<file path="src/inc/lac_defines.svh">
// register indices, field positions, reset values and timing for the limit/alert block
// assumes a single 200 MHz clock and an 8-bit register port
`ifndef LAC_DEFINES_SVH
`define LAC_DEFINES_SVH

`define LAC_NREG        25
`define LAC_A_CFG       5'h00
`define LAC_A_RATE      5'h01
`define LAC_A_STAT_A    5'h02
`define LAC_A_STAT_B    5'h03
`define LAC_A_CHMASK    5'h04
`define LAC_A_INT_HI    5'h05
`define LAC_A_INT_LO    5'h06
`define LAC_A_EXT_HI    5'h07
`define LAC_A_EXT_LO    5'h08
`define LAC_A_CUR_HI    5'h09
`define LAC_A_CUR_LO    5'h0a
`define LAC_A_VS_HI     5'h0b
`define LAC_A_VS_LO     5'h0c
`define LAC_A_INT_CRIT  5'h0d
`define LAC_A_EXT_CRIT  5'h0e
`define LAC_A_THYST     5'h0f
`define LAC_A_CUR_CRIT  5'h10
`define LAC_A_VS_CRIT   5'h11
`define LAC_A_VHYST     5'h12
`define LAC_A_CONSEC    5'h13
`define LAC_A_REC       5'h14
`define LAC_A_IDEAL     5'h15
`define LAC_A_PEAK_DUR  5'h16
`define LAC_A_TEMP_INT  5'h17
`define LAC_A_TEMP_EXT  5'h18

// configuration bits
`define LAC_CFG_PEAK_LINK 3
`define LAC_CFG_DYN_AVG   4
`define LAC_CFG_COMP      5
`define LAC_CFG_MASK_ALL  7
// status A: [1:0] temp high, [3:2] temp low, 4 fault, 5 peak
// status B: [1:0] cur/vs high, [3:2] cur/vs low, 4 tcrit, 5 vcrit
`define LAC_ST_FAULT    4
`define LAC_ST_PEAK     5
`define LAC_ST_TCRIT    4
`define LAC_ST_VCRIT    5
`define LAC_MASK_PEAK   4

`define LAC_RST_HI      8'h55
`define LAC_RST_LO      8'h80
`define LAC_RST_CRIT    8'h64
`define LAC_RST_THYST   8'h0a
`define LAC_RST_VHI     8'h7f
`define LAC_RST_VHYST   8'h0a
`define LAC_RST_RATE    8'h06
`define LAC_RST_CONSEC  8'h11
`define LAC_RST_REC     8'h03
`define LAC_RST_IDEAL   8'h12
`define LAC_RST_DUR     8'h01
`define LAC_FAULT_TEMP  8'h80
`define LAC_SAT_MIN     8'h80

// rate codes and averaging factors
`define LAC_RATE_1PS    8'h04
`define LAC_RATE_2PS    8'h05
`define LAC_RATE_4PS    8'h06
`define LAC_AVG_16      5'h10
`define LAC_AVG_8       5'h08
`define LAC_AVG_4       5'h04
`define LAC_AVG_1       5'h01

`define LAC_CLK_NS      5
`define LAC_T_MS_NS     1000000
`define LAC_CYC_PER_MS  (`LAC_T_MS_NS / `LAC_CLK_NS)
`define LAC_FILTER_CYC  16

`endif

</file>
<file path="src/inc/lac_pkg.sv">
// state type of the limit/alert block
// assumes lac_defines.svh on the include path
`include "lac_defines.svh"
`default_nettype none

package lac_pkg;
    typedef struct packed {
        logic [`LAC_NREG-1:0][7:0] regs;
        logic [7:0]                st_a;
        logic [7:0]                st_b;
        logic [3:0]                comp_hi;
        logic [1:0]                tcrit;
        logic [1:0]                vcrit;
        logic [1:0][3:0]           cnt_a;
        logic [1:0][3:0]           cnt_c;
        logic [2:0]                sync;
        logic                      pk_over;
        logic [17:0]               ms_cnt;
        logic [7:0]                pk_timer;
        logic [15:0]               pk_filt;
        logic                      pk_flag;
        logic                      alert;
        logic                      crit;
        logic [7:0]                rdata;
        logic [4:0]                avg;
    } lac_state_t;
endpackage

`default_nettype wire

</file>
<file path="src/rtl/lac_limit_alert.sv">
// limit checking, maskable alert and unmaskable critical outputs
// assumes measurement results arrive with a one-cycle valid on clk_i; peak_over_i is async
// How it works
// - one config bit picks latched interrupt or hysteretic comparator alert
// - mode affects high limits, the global mask and the peak link; low limits and faults always latch
// - interrupt mode: temp at/above high or below low, after consecutive count
// - interrupt mode: diode open or short also asserts alert
// - interrupt mode: current or source voltage out of limit asserts alert
// - alert holds while violating, then until status bits are cleared
// - global mask deasserts alert at once and holds it until cleared
// - masked violations still set their status bits, except comparator-mode high bits of channel-masked channels
// - interrupt mode: a current peak never asserts alert
// - comparator: temp at high asserts; release below high minus temp hysteresis
// - comparator: current/voltage at high asserts; release below high minus vhyst
// - comparator: high status bits follow alert, read-clear ignored, auto clear
// - comparator: global mask ignored, channel masks still gate events
// - comparator: linked peak detector asserts alert
// - critical out: temp at crit for count; release below crit minus hysteresis
// - critical out follows peak flag: set after peak duration over threshold, held until under past filter time
// - critical out: current/voltage at crit; release below crit minus vhyst
// - series resistance correction enable per diode channel
// - one ideality setting per external diode, nominal 1.008
// - dynamic averaging: 16x, 8x, 4x, 1x by rate; disabled gives 1x
// - diode fault forces temp high byte to 80h and sets fault status
// - peak timer resets only after current stays under past filter time
//
// Our own choices: the register addresses and the strobed register port.
`include "lac_defines.svh"
`default_nettype none

module lac_limit_alert
    import lac_pkg::*;
#(
    parameter int CYC_PER_MS = `LAC_CYC_PER_MS,  // cycles per millisecond
    parameter int FILTER_CYC = `LAC_FILTER_CYC   // peak filter interval in cycles
) (
    input  wire logic       clk_i,          // 200 MHz clock
    input  wire logic       rstn_i,         // async reset, active low
    input  wire logic [4:0] addr_i,         // register address
    input  wire logic [7:0] wdata_i,        // write data
    input  wire logic       we_i,           // write strobe
    input  wire logic       re_i,           // read strobe
    output logic      [7:0] rdata_o,        // read data, cycle after re_i
    input  wire logic       meas_valid_i,   // new results this cycle
    input  wire logic [7:0] temp_int_i,     // internal diode temp, signed
    input  wire logic [7:0] temp_ext_i,     // external diode temp, signed
    input  wire logic [7:0] current_i,      // sense result, signed
    input  wire logic [7:0] vsource_i,      // source voltage result, signed
    input  wire logic       diode_fault_i,  // external diode open/short
    input  wire logic       peak_over_i,    // instantaneous over-threshold, async
    output logic            alert_out_o,    // alert pin level when driven
    output logic            alert_oen_o,    // low while alert pulled low
    output logic            crit_out_o,     // critical_out level when driven
    output logic            crit_oen_o,     // low while critical_out pulled low
    output logic      [7:0] temp_ext_o,     // external temp high byte
    output logic      [1:0] series_resistance_correction_o, // per channel enable
    output logic      [7:0] ideality_o,     // ideality setting, external diode
    output logic      [4:0] avg_factor_o    // conversion averaging factor
);

    lac_state_t s;
    lac_state_t next_s;

    function automatic logic ge(input logic [7:0] a, input logic [7:0] b);
        return $signed(a) >= $signed(b);
    endfunction

    // saturating release threshold; a wrap would make release come too early
    function automatic logic [7:0] rel_thr(input logic [7:0] lim, input logic [7:0] hyst);
        logic signed [9:0] d;
        // ten bits: limit -128 minus hysteresis ffh must not wrap positive
        d = $signed({{2{lim[7]}}, lim}) - $signed({2'b00, hyst});
        return (d < -10'sd128) ? `LAC_SAT_MIN : d[7:0];
    endfunction

    function automatic logic [3:0] inc_sat(input logic [3:0] c);
        return (c == 4'hf) ? c : c + 4'h1;
    endfunction

    function automatic logic reached(input logic [3:0] c, input logic [3:0] req);
        return (req == 4'h0) || (c >= req);
    endfunction

    function automatic logic writable(input logic [4:0] a);
        return (a < 5'(`LAC_NREG)) && (a != `LAC_A_STAT_A) && (a != `LAC_A_STAT_B)
               && (a != `LAC_A_TEMP_INT) && (a != `LAC_A_TEMP_EXT);
    endfunction

    function automatic lac_state_t rst_state();
        lac_state_t r;
        r = '0;
        r.regs[`LAC_A_RATE]     = `LAC_RST_RATE;
        r.regs[`LAC_A_INT_HI]   = `LAC_RST_HI;
        r.regs[`LAC_A_INT_LO]   = `LAC_RST_LO;
        r.regs[`LAC_A_EXT_HI]   = `LAC_RST_HI;
        r.regs[`LAC_A_EXT_LO]   = `LAC_RST_LO;
        r.regs[`LAC_A_CUR_HI]   = `LAC_RST_VHI;
        r.regs[`LAC_A_CUR_LO]   = `LAC_RST_LO;
        r.regs[`LAC_A_VS_HI]    = `LAC_RST_VHI;
        r.regs[`LAC_A_VS_LO]    = `LAC_RST_LO;
        r.regs[`LAC_A_INT_CRIT] = `LAC_RST_CRIT;
        r.regs[`LAC_A_EXT_CRIT] = `LAC_RST_CRIT;
        r.regs[`LAC_A_THYST]    = `LAC_RST_THYST;
        r.regs[`LAC_A_CUR_CRIT] = `LAC_RST_VHI;
        r.regs[`LAC_A_VS_CRIT]  = `LAC_RST_VHI;
        r.regs[`LAC_A_VHYST]    = `LAC_RST_VHYST;
        r.regs[`LAC_A_CONSEC]   = `LAC_RST_CONSEC;
        r.regs[`LAC_A_REC]      = `LAC_RST_REC;
        r.regs[`LAC_A_IDEAL]    = `LAC_RST_IDEAL;
        r.regs[`LAC_A_PEAK_DUR] = `LAC_RST_DUR;
        r.avg                   = `LAC_AVG_1;
        return r;
    endfunction

    localparam lac_state_t RST_STATE = rst_state();

    logic       comp;
    logic       mask_all;
    logic       link;
    logic [7:0] cfg;
    logic [7:0] um;
    logic [7:0] val;
    logic [7:0] hi_lim;
    logic [7:0] lo_lim;
    logic [7:0] cr_lim;
    logic       hv;
    logic       lv;
    logic       cv;
    logic       lat;
    logic       hi_lat;
    logic [7:0] rate;

    always_comb
    begin
        next_s   = s;
        val      = 8'h00;
        hi_lim   = 8'h00;
        lo_lim   = 8'h00;
        cr_lim   = 8'h00;
        hv       = 1'b0;
        lv       = 1'b0;
        cv       = 1'b0;
        next_s.rdata = 8'h00;

        // register port
        if (we_i && writable(addr_i))
        begin
            next_s.regs[addr_i] = wdata_i;
        end
        cfg      = next_s.regs[`LAC_A_CFG];
        comp     = cfg[`LAC_CFG_COMP];
        mask_all = cfg[`LAC_CFG_MASK_ALL];
        link     = cfg[`LAC_CFG_PEAK_LINK];
        um       = ~next_s.regs[`LAC_A_CHMASK];
        if (re_i)
        begin
            if (addr_i == `LAC_A_STAT_A)
            begin
                next_s.rdata = s.st_a;
                // high bits survive reads in comparator mode
                next_s.st_a  = s.st_a & (comp ? 8'h03 : 8'h00);
            end
            else if (addr_i == `LAC_A_STAT_B)
            begin
                next_s.rdata = s.st_b;
                next_s.st_b  = s.st_b & (comp ? 8'h03 : 8'h00);
            end
            else if (addr_i < 5'(`LAC_NREG))
            begin
                next_s.rdata = s.regs[addr_i];
            end
        end

        // limit checks; sets come after the read clear so a set wins
        if (meas_valid_i)
        begin
            next_s.regs[`LAC_A_TEMP_INT] = temp_int_i;
            next_s.regs[`LAC_A_TEMP_EXT] = diode_fault_i ? `LAC_FAULT_TEMP
                                                         : temp_ext_i;
            if (diode_fault_i)
            begin
                next_s.st_a[`LAC_ST_FAULT] = 1'b1;
            end
            for (int c = 0; c < 2; c++)
            begin
                // temperature channel c
                val    = (c == 0) ? temp_int_i : temp_ext_i;
                hi_lim = next_s.regs[`LAC_A_INT_HI + 2 * c];
                lo_lim = next_s.regs[`LAC_A_INT_LO + 2 * c];
                cr_lim = next_s.regs[`LAC_A_INT_CRIT + c];
                hv     = ge(val, hi_lim);
                lv     = !ge(val, lo_lim);
                cv     = ge(val, cr_lim);
                if (c == 1 && diode_fault_i)
                begin
                    hv = 1'b0;
                    lv = 1'b0;
                    cv = 1'b0;
                end
                next_s.cnt_a[c] = (hv || lv) ? inc_sat(s.cnt_a[c]) : 4'h0;
                if ((hv || lv) && reached(next_s.cnt_a[c], next_s.regs[`LAC_A_CONSEC][3:0]))
                begin
                    // status updates ignore every mask
                    if (hv && !comp)
                        next_s.st_a[c] = 1'b1;
                    if (lv)
                        next_s.st_a[2 + c] = 1'b1;
                end
                if (hv && um[c])
                    next_s.comp_hi[c] = 1'b1;
                else if (!ge(val, rel_thr(hi_lim, next_s.regs[`LAC_A_THYST])))
                    next_s.comp_hi[c] = 1'b0;
                next_s.cnt_c[c] = cv ? inc_sat(s.cnt_c[c]) : 4'h0;
                if (cv && reached(next_s.cnt_c[c], next_s.regs[`LAC_A_CONSEC][7:4]))
                begin
                    next_s.tcrit[c]            = 1'b1;
                    next_s.st_b[`LAC_ST_TCRIT] = 1'b1;
                end
                else if (!ge(val, rel_thr(cr_lim, next_s.regs[`LAC_A_THYST])))
                    next_s.tcrit[c] = 1'b0;

                // current (c=0) or source voltage (c=1)
                val    = (c == 0) ? current_i : vsource_i;
                hi_lim = next_s.regs[`LAC_A_CUR_HI + 2 * c];
                lo_lim = next_s.regs[`LAC_A_CUR_LO + 2 * c];
                cr_lim = next_s.regs[`LAC_A_CUR_CRIT + c];
                hv     = ge(val, hi_lim);
                lv     = !ge(val, lo_lim);
                if (hv && !comp)
                    next_s.st_b[c] = 1'b1;
                if (lv)
                    next_s.st_b[2 + c] = 1'b1;
                if (hv && um[2 + c])
                    next_s.comp_hi[2 + c] = 1'b1;
                else if (!ge(val, rel_thr(hi_lim, next_s.regs[`LAC_A_VHYST])))
                    next_s.comp_hi[2 + c] = 1'b0;
                if (ge(val, cr_lim))
                begin
                    next_s.vcrit[c]            = 1'b1;
                    next_s.st_b[`LAC_ST_VCRIT] = 1'b1;
                end
                else if (!ge(val, rel_thr(cr_lim, next_s.regs[`LAC_A_VHYST])))
                    next_s.vcrit[c] = 1'b0;
            end
        end

        // comparator state is meaningless in interrupt mode
        if (!comp)
            next_s.comp_hi = 4'h0;
        else
        begin
            next_s.st_a[1:0] = next_s.comp_hi[1:0];
            next_s.st_b[1:0] = next_s.comp_hi[3:2];
        end

        // peak detector, three-stage synchroniser
        next_s.sync = {s.sync[1:0], peak_over_i};
        if (s.sync[1] == s.sync[2])
            next_s.pk_over = s.sync[2];
        next_s.ms_cnt = (s.ms_cnt >= 18'(CYC_PER_MS - 1)) ? 18'h0 : s.ms_cnt + 18'h1;
        if (s.pk_over)
        begin
            next_s.pk_filt = 16'h0;
            if (s.ms_cnt == 18'h0 && s.pk_timer != 8'hff)
                next_s.pk_timer = s.pk_timer + 8'h1;
            if (s.pk_timer >= next_s.regs[`LAC_A_PEAK_DUR])
                next_s.pk_flag = 1'b1;
        end
        else if (s.pk_filt >= 16'(FILTER_CYC))
        begin
            // under threshold longer than the filter interval
            next_s.pk_timer = 8'h0;
            next_s.pk_flag  = 1'b0;
        end
        else
            next_s.pk_filt = s.pk_filt + 16'h1;
        next_s.st_a[`LAC_ST_PEAK] = next_s.pk_flag;

        // output decisions
        lat    = (|(next_s.st_a[3:2] & um[1:0])) | (|(next_s.st_b[3:2] & um[3:2]))
                 | next_s.st_a[`LAC_ST_FAULT];
        hi_lat = (|(next_s.st_a[1:0] & um[1:0])) | (|(next_s.st_b[1:0] & um[3:2]));
        if (comp)
            next_s.alert = lat | (|next_s.comp_hi)
                           | (link & next_s.pk_flag & um[`LAC_MASK_PEAK]);
        else
            next_s.alert = !mask_all && (lat || hi_lat);
        next_s.crit = (|next_s.tcrit) | (|next_s.vcrit) | next_s.pk_flag;

        rate = next_s.regs[`LAC_A_RATE];
        if (!cfg[`LAC_CFG_DYN_AVG])
            next_s.avg = `LAC_AVG_1;
        else if (rate <= `LAC_RATE_1PS)
            next_s.avg = `LAC_AVG_16;
        else if (rate == `LAC_RATE_2PS)
            next_s.avg = `LAC_AVG_8;
        else if (rate == `LAC_RATE_4PS)
            next_s.avg = `LAC_AVG_4;
        else
            next_s.avg = `LAC_AVG_1;
    end

    always_ff @(posedge clk_i or negedge rstn_i)
    begin
        if (!rstn_i)
            s <= RST_STATE;
        else
            s <= next_s;
    end

    assign rdata_o      = s.rdata;
    assign alert_out_o  = 1'b0;
    assign alert_oen_o  = !s.alert;
    assign crit_out_o   = 1'b0;
    assign crit_oen_o   = !s.crit;  // critical_out has no mask
    assign temp_ext_o   = s.regs[`LAC_A_TEMP_EXT];
    assign series_resistance_correction_o = s.regs[`LAC_A_REC][1:0];
    assign ideality_o   = s.regs[`LAC_A_IDEAL];  // avoid changing under beta comp
    assign avg_factor_o = s.avg;
endmodule

`default_nettype wire

</file>
<file path="config.mk">
export PLATFORM = sky130hd
export DESIGN_NAME = lac_limit_alert
export DESIGN_NICKNAME = d
export VERILOG_FILES = /design/src/inc/lac_pkg.sv /design/src/rtl/lac_limit_alert.sv
export VERILOG_INCLUDE_DIRS = /design/src /design/src/inc
export SDC_FILE = /design/constraint.sdc
export NUM_CORES = 1
export LEC_CHECK = 0
export BUFFER_PORTS_ARGS = -buffer_cell sky130_fd_sc_hd__buf_2
export CORE_MARGIN = 4
export CORE_UTILIZATION = 60
export DETAILED_ROUTE_END_ITERATION = 8
export PLACE_DENSITY_LB_ADDON = 0.1
export SLEW_MARGIN = 15
export SYNTH_ARGS = -nofsm -noshare
export SYNTH_HDL_FRONTEND = slang
export SYNTH_SLANG_ARGS = --single-unit
</file>
<file path="constraint.sdc">
create_clock -name clk_i -period 6.9 [get_ports clk_i]
set_input_delay 1.38 -clock clk_i [delete_from_list [all_inputs] [get_ports clk_i]]
set_output_delay 1.38 -clock clk_i [all_outputs]
set_load 0.02 [all_outputs]
</file>
==> results.txt <==
----------------------------------------------------
[Outcome]
  Run status ... finished, final reports clean

[Global route]
  Initial antenna violation count ... 2
  Total Routing Usage GR ... 0.3535
  GRT Residual Overflow ... 0
  Wire length of the first global-routing pass ... 107,300 µm
  Via count of the first global-routing pass ... 18,360
  Largest net degree at the start of global routing ... 185

[Route]
  Detailed-route wire length ... 70,320 µm
  First-pass DRT Iterations ... 6
  DR vias ... 18,430
  Routed length per instance ... 24.19 µm
  Mean number of vias per cell ... 6.339
  Violation count after the first detailed-routing iteration ... 1,612
  Residual antenna-violating net count after detailed routing ... 0
  Detailed-route DRC error count ... 0

[Timing]
  Final total negative setup slack ... 0 ns
  Slew Viols, Final ... 0
  Slew at the pin closest to its max-slew limit ... 1.217 ns
  Shortest clock period the worst path allows after layout ... 6.621 ns
  Setup Viol. Count Final ... 0
  Post-route fraction of the period consumed by the critical path ... 0.9596
  Clock Skews ... 0.02010 ns
  Unrepaired setup endpoints after global routing ... false
  Number of failing hold endpoints at the final stage ... 0
  Maximum clock rate ... 0.1510 GHz
  Max transition margin ... 0.1819

[Logic synthesis]
  Warnings from Yosys ... 0
  Syn_area_per_cell ... 9.879 µm²
  Number of enable-type register cells in the synthesized netlist ... 0
  Proportion of register bits with asynchronous set or reset after synthesis ... 1.000
  Seq/Total Area, Yosys ... 0.3393
  Predominant post-synthesis flop cell ... sky130_fd_sc_hd__dfrtp_1
  Cell count after synthesis ... 2,232
  Cell area after technology mapping ... 22,050 µm²
  Number of unique standard cell types used by synthesis ... 102
  Total of flip-flops plus latches after synthesis ... 296

[Clocking]
  Deepest clock path buffer count ... 3
  Clock insertion delay at the later pin of the skew report ... 0.55 ns
  Number of buffers inserted for hold repair after clock tree synthesis ... 0
  H-tree depth ... 2
  Clock Tree Root ... sky130_fd_sc_hd__clkbuf_16
  TritonCTS Buffers ... 35
  Clock tree from TritonCTS ... done
  CTS clk-pin slew, worst paths ... 0.06 ns
  CTS sink cnt ... 296

[Setup path]
  Worst reg2reg setup slack ... 1.31 ns
  Setup crit end ... s[13]$_DFF_PN0_
  Data required time of the worst path ... 7.32 ns
  Worst setup EP type ... flip-flop
  Top fanout value on the critical path ... 5
  Type of element launching the critical path ... primary input
  Worst setup path category ... primary input to flip-flop
  Critical R2R Capture ... s[13]$_DFF_PN0_
  Arrival time at the worst endpoint ... 7.04 ns
  Worst setup path startpoint ... addr_i[3]
  Startpoint of the most critical register-to-register path ... s[230]$_DFF_PN1_
  Cells on worst reg2reg path ... 24

[Pwr]
  Leakage power of the design ... 12.07 nW
  VDD IR-drop max ... 0.2017 mV
  Power per unit of standard cell area ... 309.0 nW/µm²

[Floorplanning]
  Cell row count ... 69
  Die width ... 199.7 µm
  Core area ... 35,910 µm²
  Initial core utilization ... 0.6140
  Die Area ... 39,880 µm²
  Chip height ... 199.7 µm
  Number of top-level pins ... 87

[Final layout]
  Filler instances ... 2,807
  Layout area overhead ... 13.73%
  Non-Filler Cell Area, Final ... 25,080 µm²
  Post-layout net count ... 2,708
  Combined area of the multi-input logic cells ... 13,380 µm²
  Share of post-route cells with drive strength above 1 ... 0.2511
  Storage element area ... 7482 µm²

[Placed design]
  Port bufs ... 83
  Weighted congestion at the end of routability-driven global placement ... 1.048
  Post-detail-place hpwl ... 54,100 µm
  Placed inst area ... 23,890 µm²

[Hold path]
  Type of the tightest min-delay check ... flip-flop to flip-flop

[Run]
  Max-cap viol count ... 0

----------------------------------------------------
## power by group
group	leakage [nW]	total, mW	internal (mW)	switching [mW]
Combinational	7.85	3.58	1.65	1.93
Sequential	3.66	2.31	2.05	0.255
Clock	0.554	1.86	1.09	0.774
## cell type report
| type | count | share of cell area |
|---|---|---|
| antenna | 1 | 0.00009979 |
| clock buffer | 54 | 0.04181 |
| clock inverter | 9 | 0.003592 |
| inverter | 171 | 0.02559 |
| multi-input combinational | 1645 | 0.5334 |
| sequential | 296 | 0.2984 |
| tap | 461 | 0.02300 |
| timing repair buffer | 270 | 0.07414 |
## how the worst min path moves through the flow
stage	startpoint	to	slack (ns)	depth (start not counted)
finish	next_s[60]$_DFF_PN0_	next_s[61]$_DFF_PN0_	0.35	0
detailed placement	next_s[60]$_DFF_PN0_	next_s[61]$_DFF_PN0_	0.34	0
CTS	next_s[60]$_DFF_PN0_	next_s[61]$_DFF_PN0_	0.35	0
global route	next_s[60]$_DFF_PN0_	next_s[61]$_DFF_PN0_	0.35	0
floorplan	next_s[60]$_DFF_PN0_	next_s[61]$_DFF_PN0_	0.33	0
global placement	next_s[60]$_DFF_PN0_	next_s[61]$_DFF_PN0_	0.33	0
## cells in the mapped netlist, drive strengths merged (21+ instances only)
cell,count,area share
a21o,78,0.027
clkbuf,62,0.011
nor2b,35,0.0099
nand2b,50,0.014
maj3,23,0.011
dfrtp,236,0.27
mux4,52,0.053
mux2,116,0.059
o21ai,95,0.022
dfstp,60,0.071
xor2,28,0.011
nor3,35,0.0084
nor2,150,0.027
ha,236,0.13
xnor2,74,0.029
mux2i,53,0.025
a31oi,21,0.0060
nand2,181,0.031
nand3,50,0.011
buf,60,0.018
inv,168,0.029
a21oi,82,0.019
## flip-flops by register name, summed over array words and instances (netlist names)
register,count
s,264
ideality_o,8
rdata_o,8
temp_ext_o,8
avg_factor_o,4
next_s,2
series_resistance_correction_o,2
## worst max-delay path, cell delays in order
cell,delay (ns)
sky130_fd_sc_hd__buf_2,0.14
sky130_fd_sc_hd__or4b_1,0.60
sky130_fd_sc_hd__nor2_4,0.12
sky130_fd_sc_hd__nand2_1,0.06
sky130_fd_sc_hd__nand2_1,0.10
sky130_fd_sc_hd__ha_1,0.15
sky130_fd_sc_hd__inv_1,0.10
sky130_fd_sc_hd__a2111oi_4,0.35
sky130_fd_sc_hd__or4_4,0.18
sky130_fd_sc_hd__a2111oi_0,0.06
sky130_fd_sc_hd__or3_1,0.43
sky130_fd_sc_hd__o31a_1,0.32
sky130_fd_sc_hd__nand2b_1,0.17
sky130_fd_sc_hd__and2_4,0.18
sky130_fd_sc_hd__o31ai_4,0.25
sky130_fd_sc_hd__nor2_1,0.07
sky130_fd_sc_hd__ha_1,0.26
sky130_fd_sc_hd__nand2b_1,0.14
sky130_fd_sc_hd__a21o_1,0.17
sky130_fd_sc_hd__a21o_1,0.18
sky130_fd_sc_hd__a21o_1,0.17
sky130_fd_sc_hd__a21o_1,0.16
sky130_fd_sc_hd__a21o_1,0.17
sky130_fd_sc_hd__a21oi_1,0.13
sky130_fd_sc_hd__o21ai_0,0.24
sky130_fd_sc_hd__a21o_1,0.29
sky130_fd_sc_hd__or4b_1,0.47
## cells in the final DEF (no fill, tap or decap), types with 52 or more instances in the layout
cell type,count
sky130_fd_sc_hd__ha_1,236
sky130_fd_sc_hd__dfrtp_1,236
sky130_fd_sc_hd__buf_4,187
sky130_fd_sc_hd__nand2_1,178
sky130_fd_sc_hd__inv_1,162
sky130_fd_sc_hd__nor2_1,145
sky130_fd_sc_hd__mux2_2,115
sky130_fd_sc_hd__o21ai_0,82
sky130_fd_sc_hd__a21oi_1,81
sky130_fd_sc_hd__buf_2,80
sky130_fd_sc_hd__a21o_1,78
sky130_fd_sc_hd__xnor2_1,74
sky130_fd_sc_hd__dfstp_2,60
sky130_fd_sc_hd__mux4_2,52
## routing by layer
layer	part of all wire	GRT usage
met3	0.085	0.07857
met4	0.051	0.1464
met2	0.45	0.5581
met1	0.41	0.4757
met5	0	0
## through the flow
stage / setup slack [ns] / hold WS [ns] / util / total power [mW] / cells
global route: 0.01112 / 0.3527 / 0.6982 / 8.237 / 2906
finish: 0.2786 / 0.3471 / 0.6983 / 7.749 / 2907
detailed placement: -0.3034 / 0.3381 / 0.6653 / 5.813 / 2842
CTS: 0.2230 / 0.3513 / 0.6970 / 7.707 / 2905
global placement: -0.1816 / 0.3328 / 0.6653 / 5.700 / 2842
floorplan: 0.008045 / 0.3312 / - / 4.608 / 2234
## cells by family after synthesis
family / count (synthesis) / synth area share
and+or+nand+nor: 613 / 0.1392
AOI/OAI and AO/OA: 446 / 0.1409
DFF: 296 / 0.3393
buffers and inverters: 293 / 0.05754
adders and majority gates: 260 / 0.1454
muxes: 221 / 0.1369
xor gates and xnor gates: 102 / 0.04052
other: 1 / 0.0001701
## what timing repair did
| item | 4_1_cts | 5_1_grt |
|---|---|---|
| resized for setup | 0 | 8 |
| buffers inserted | 0 | 1 |
| setup endpoints to repair | 0 | 2 |
(Power assumes the default switching activity.)
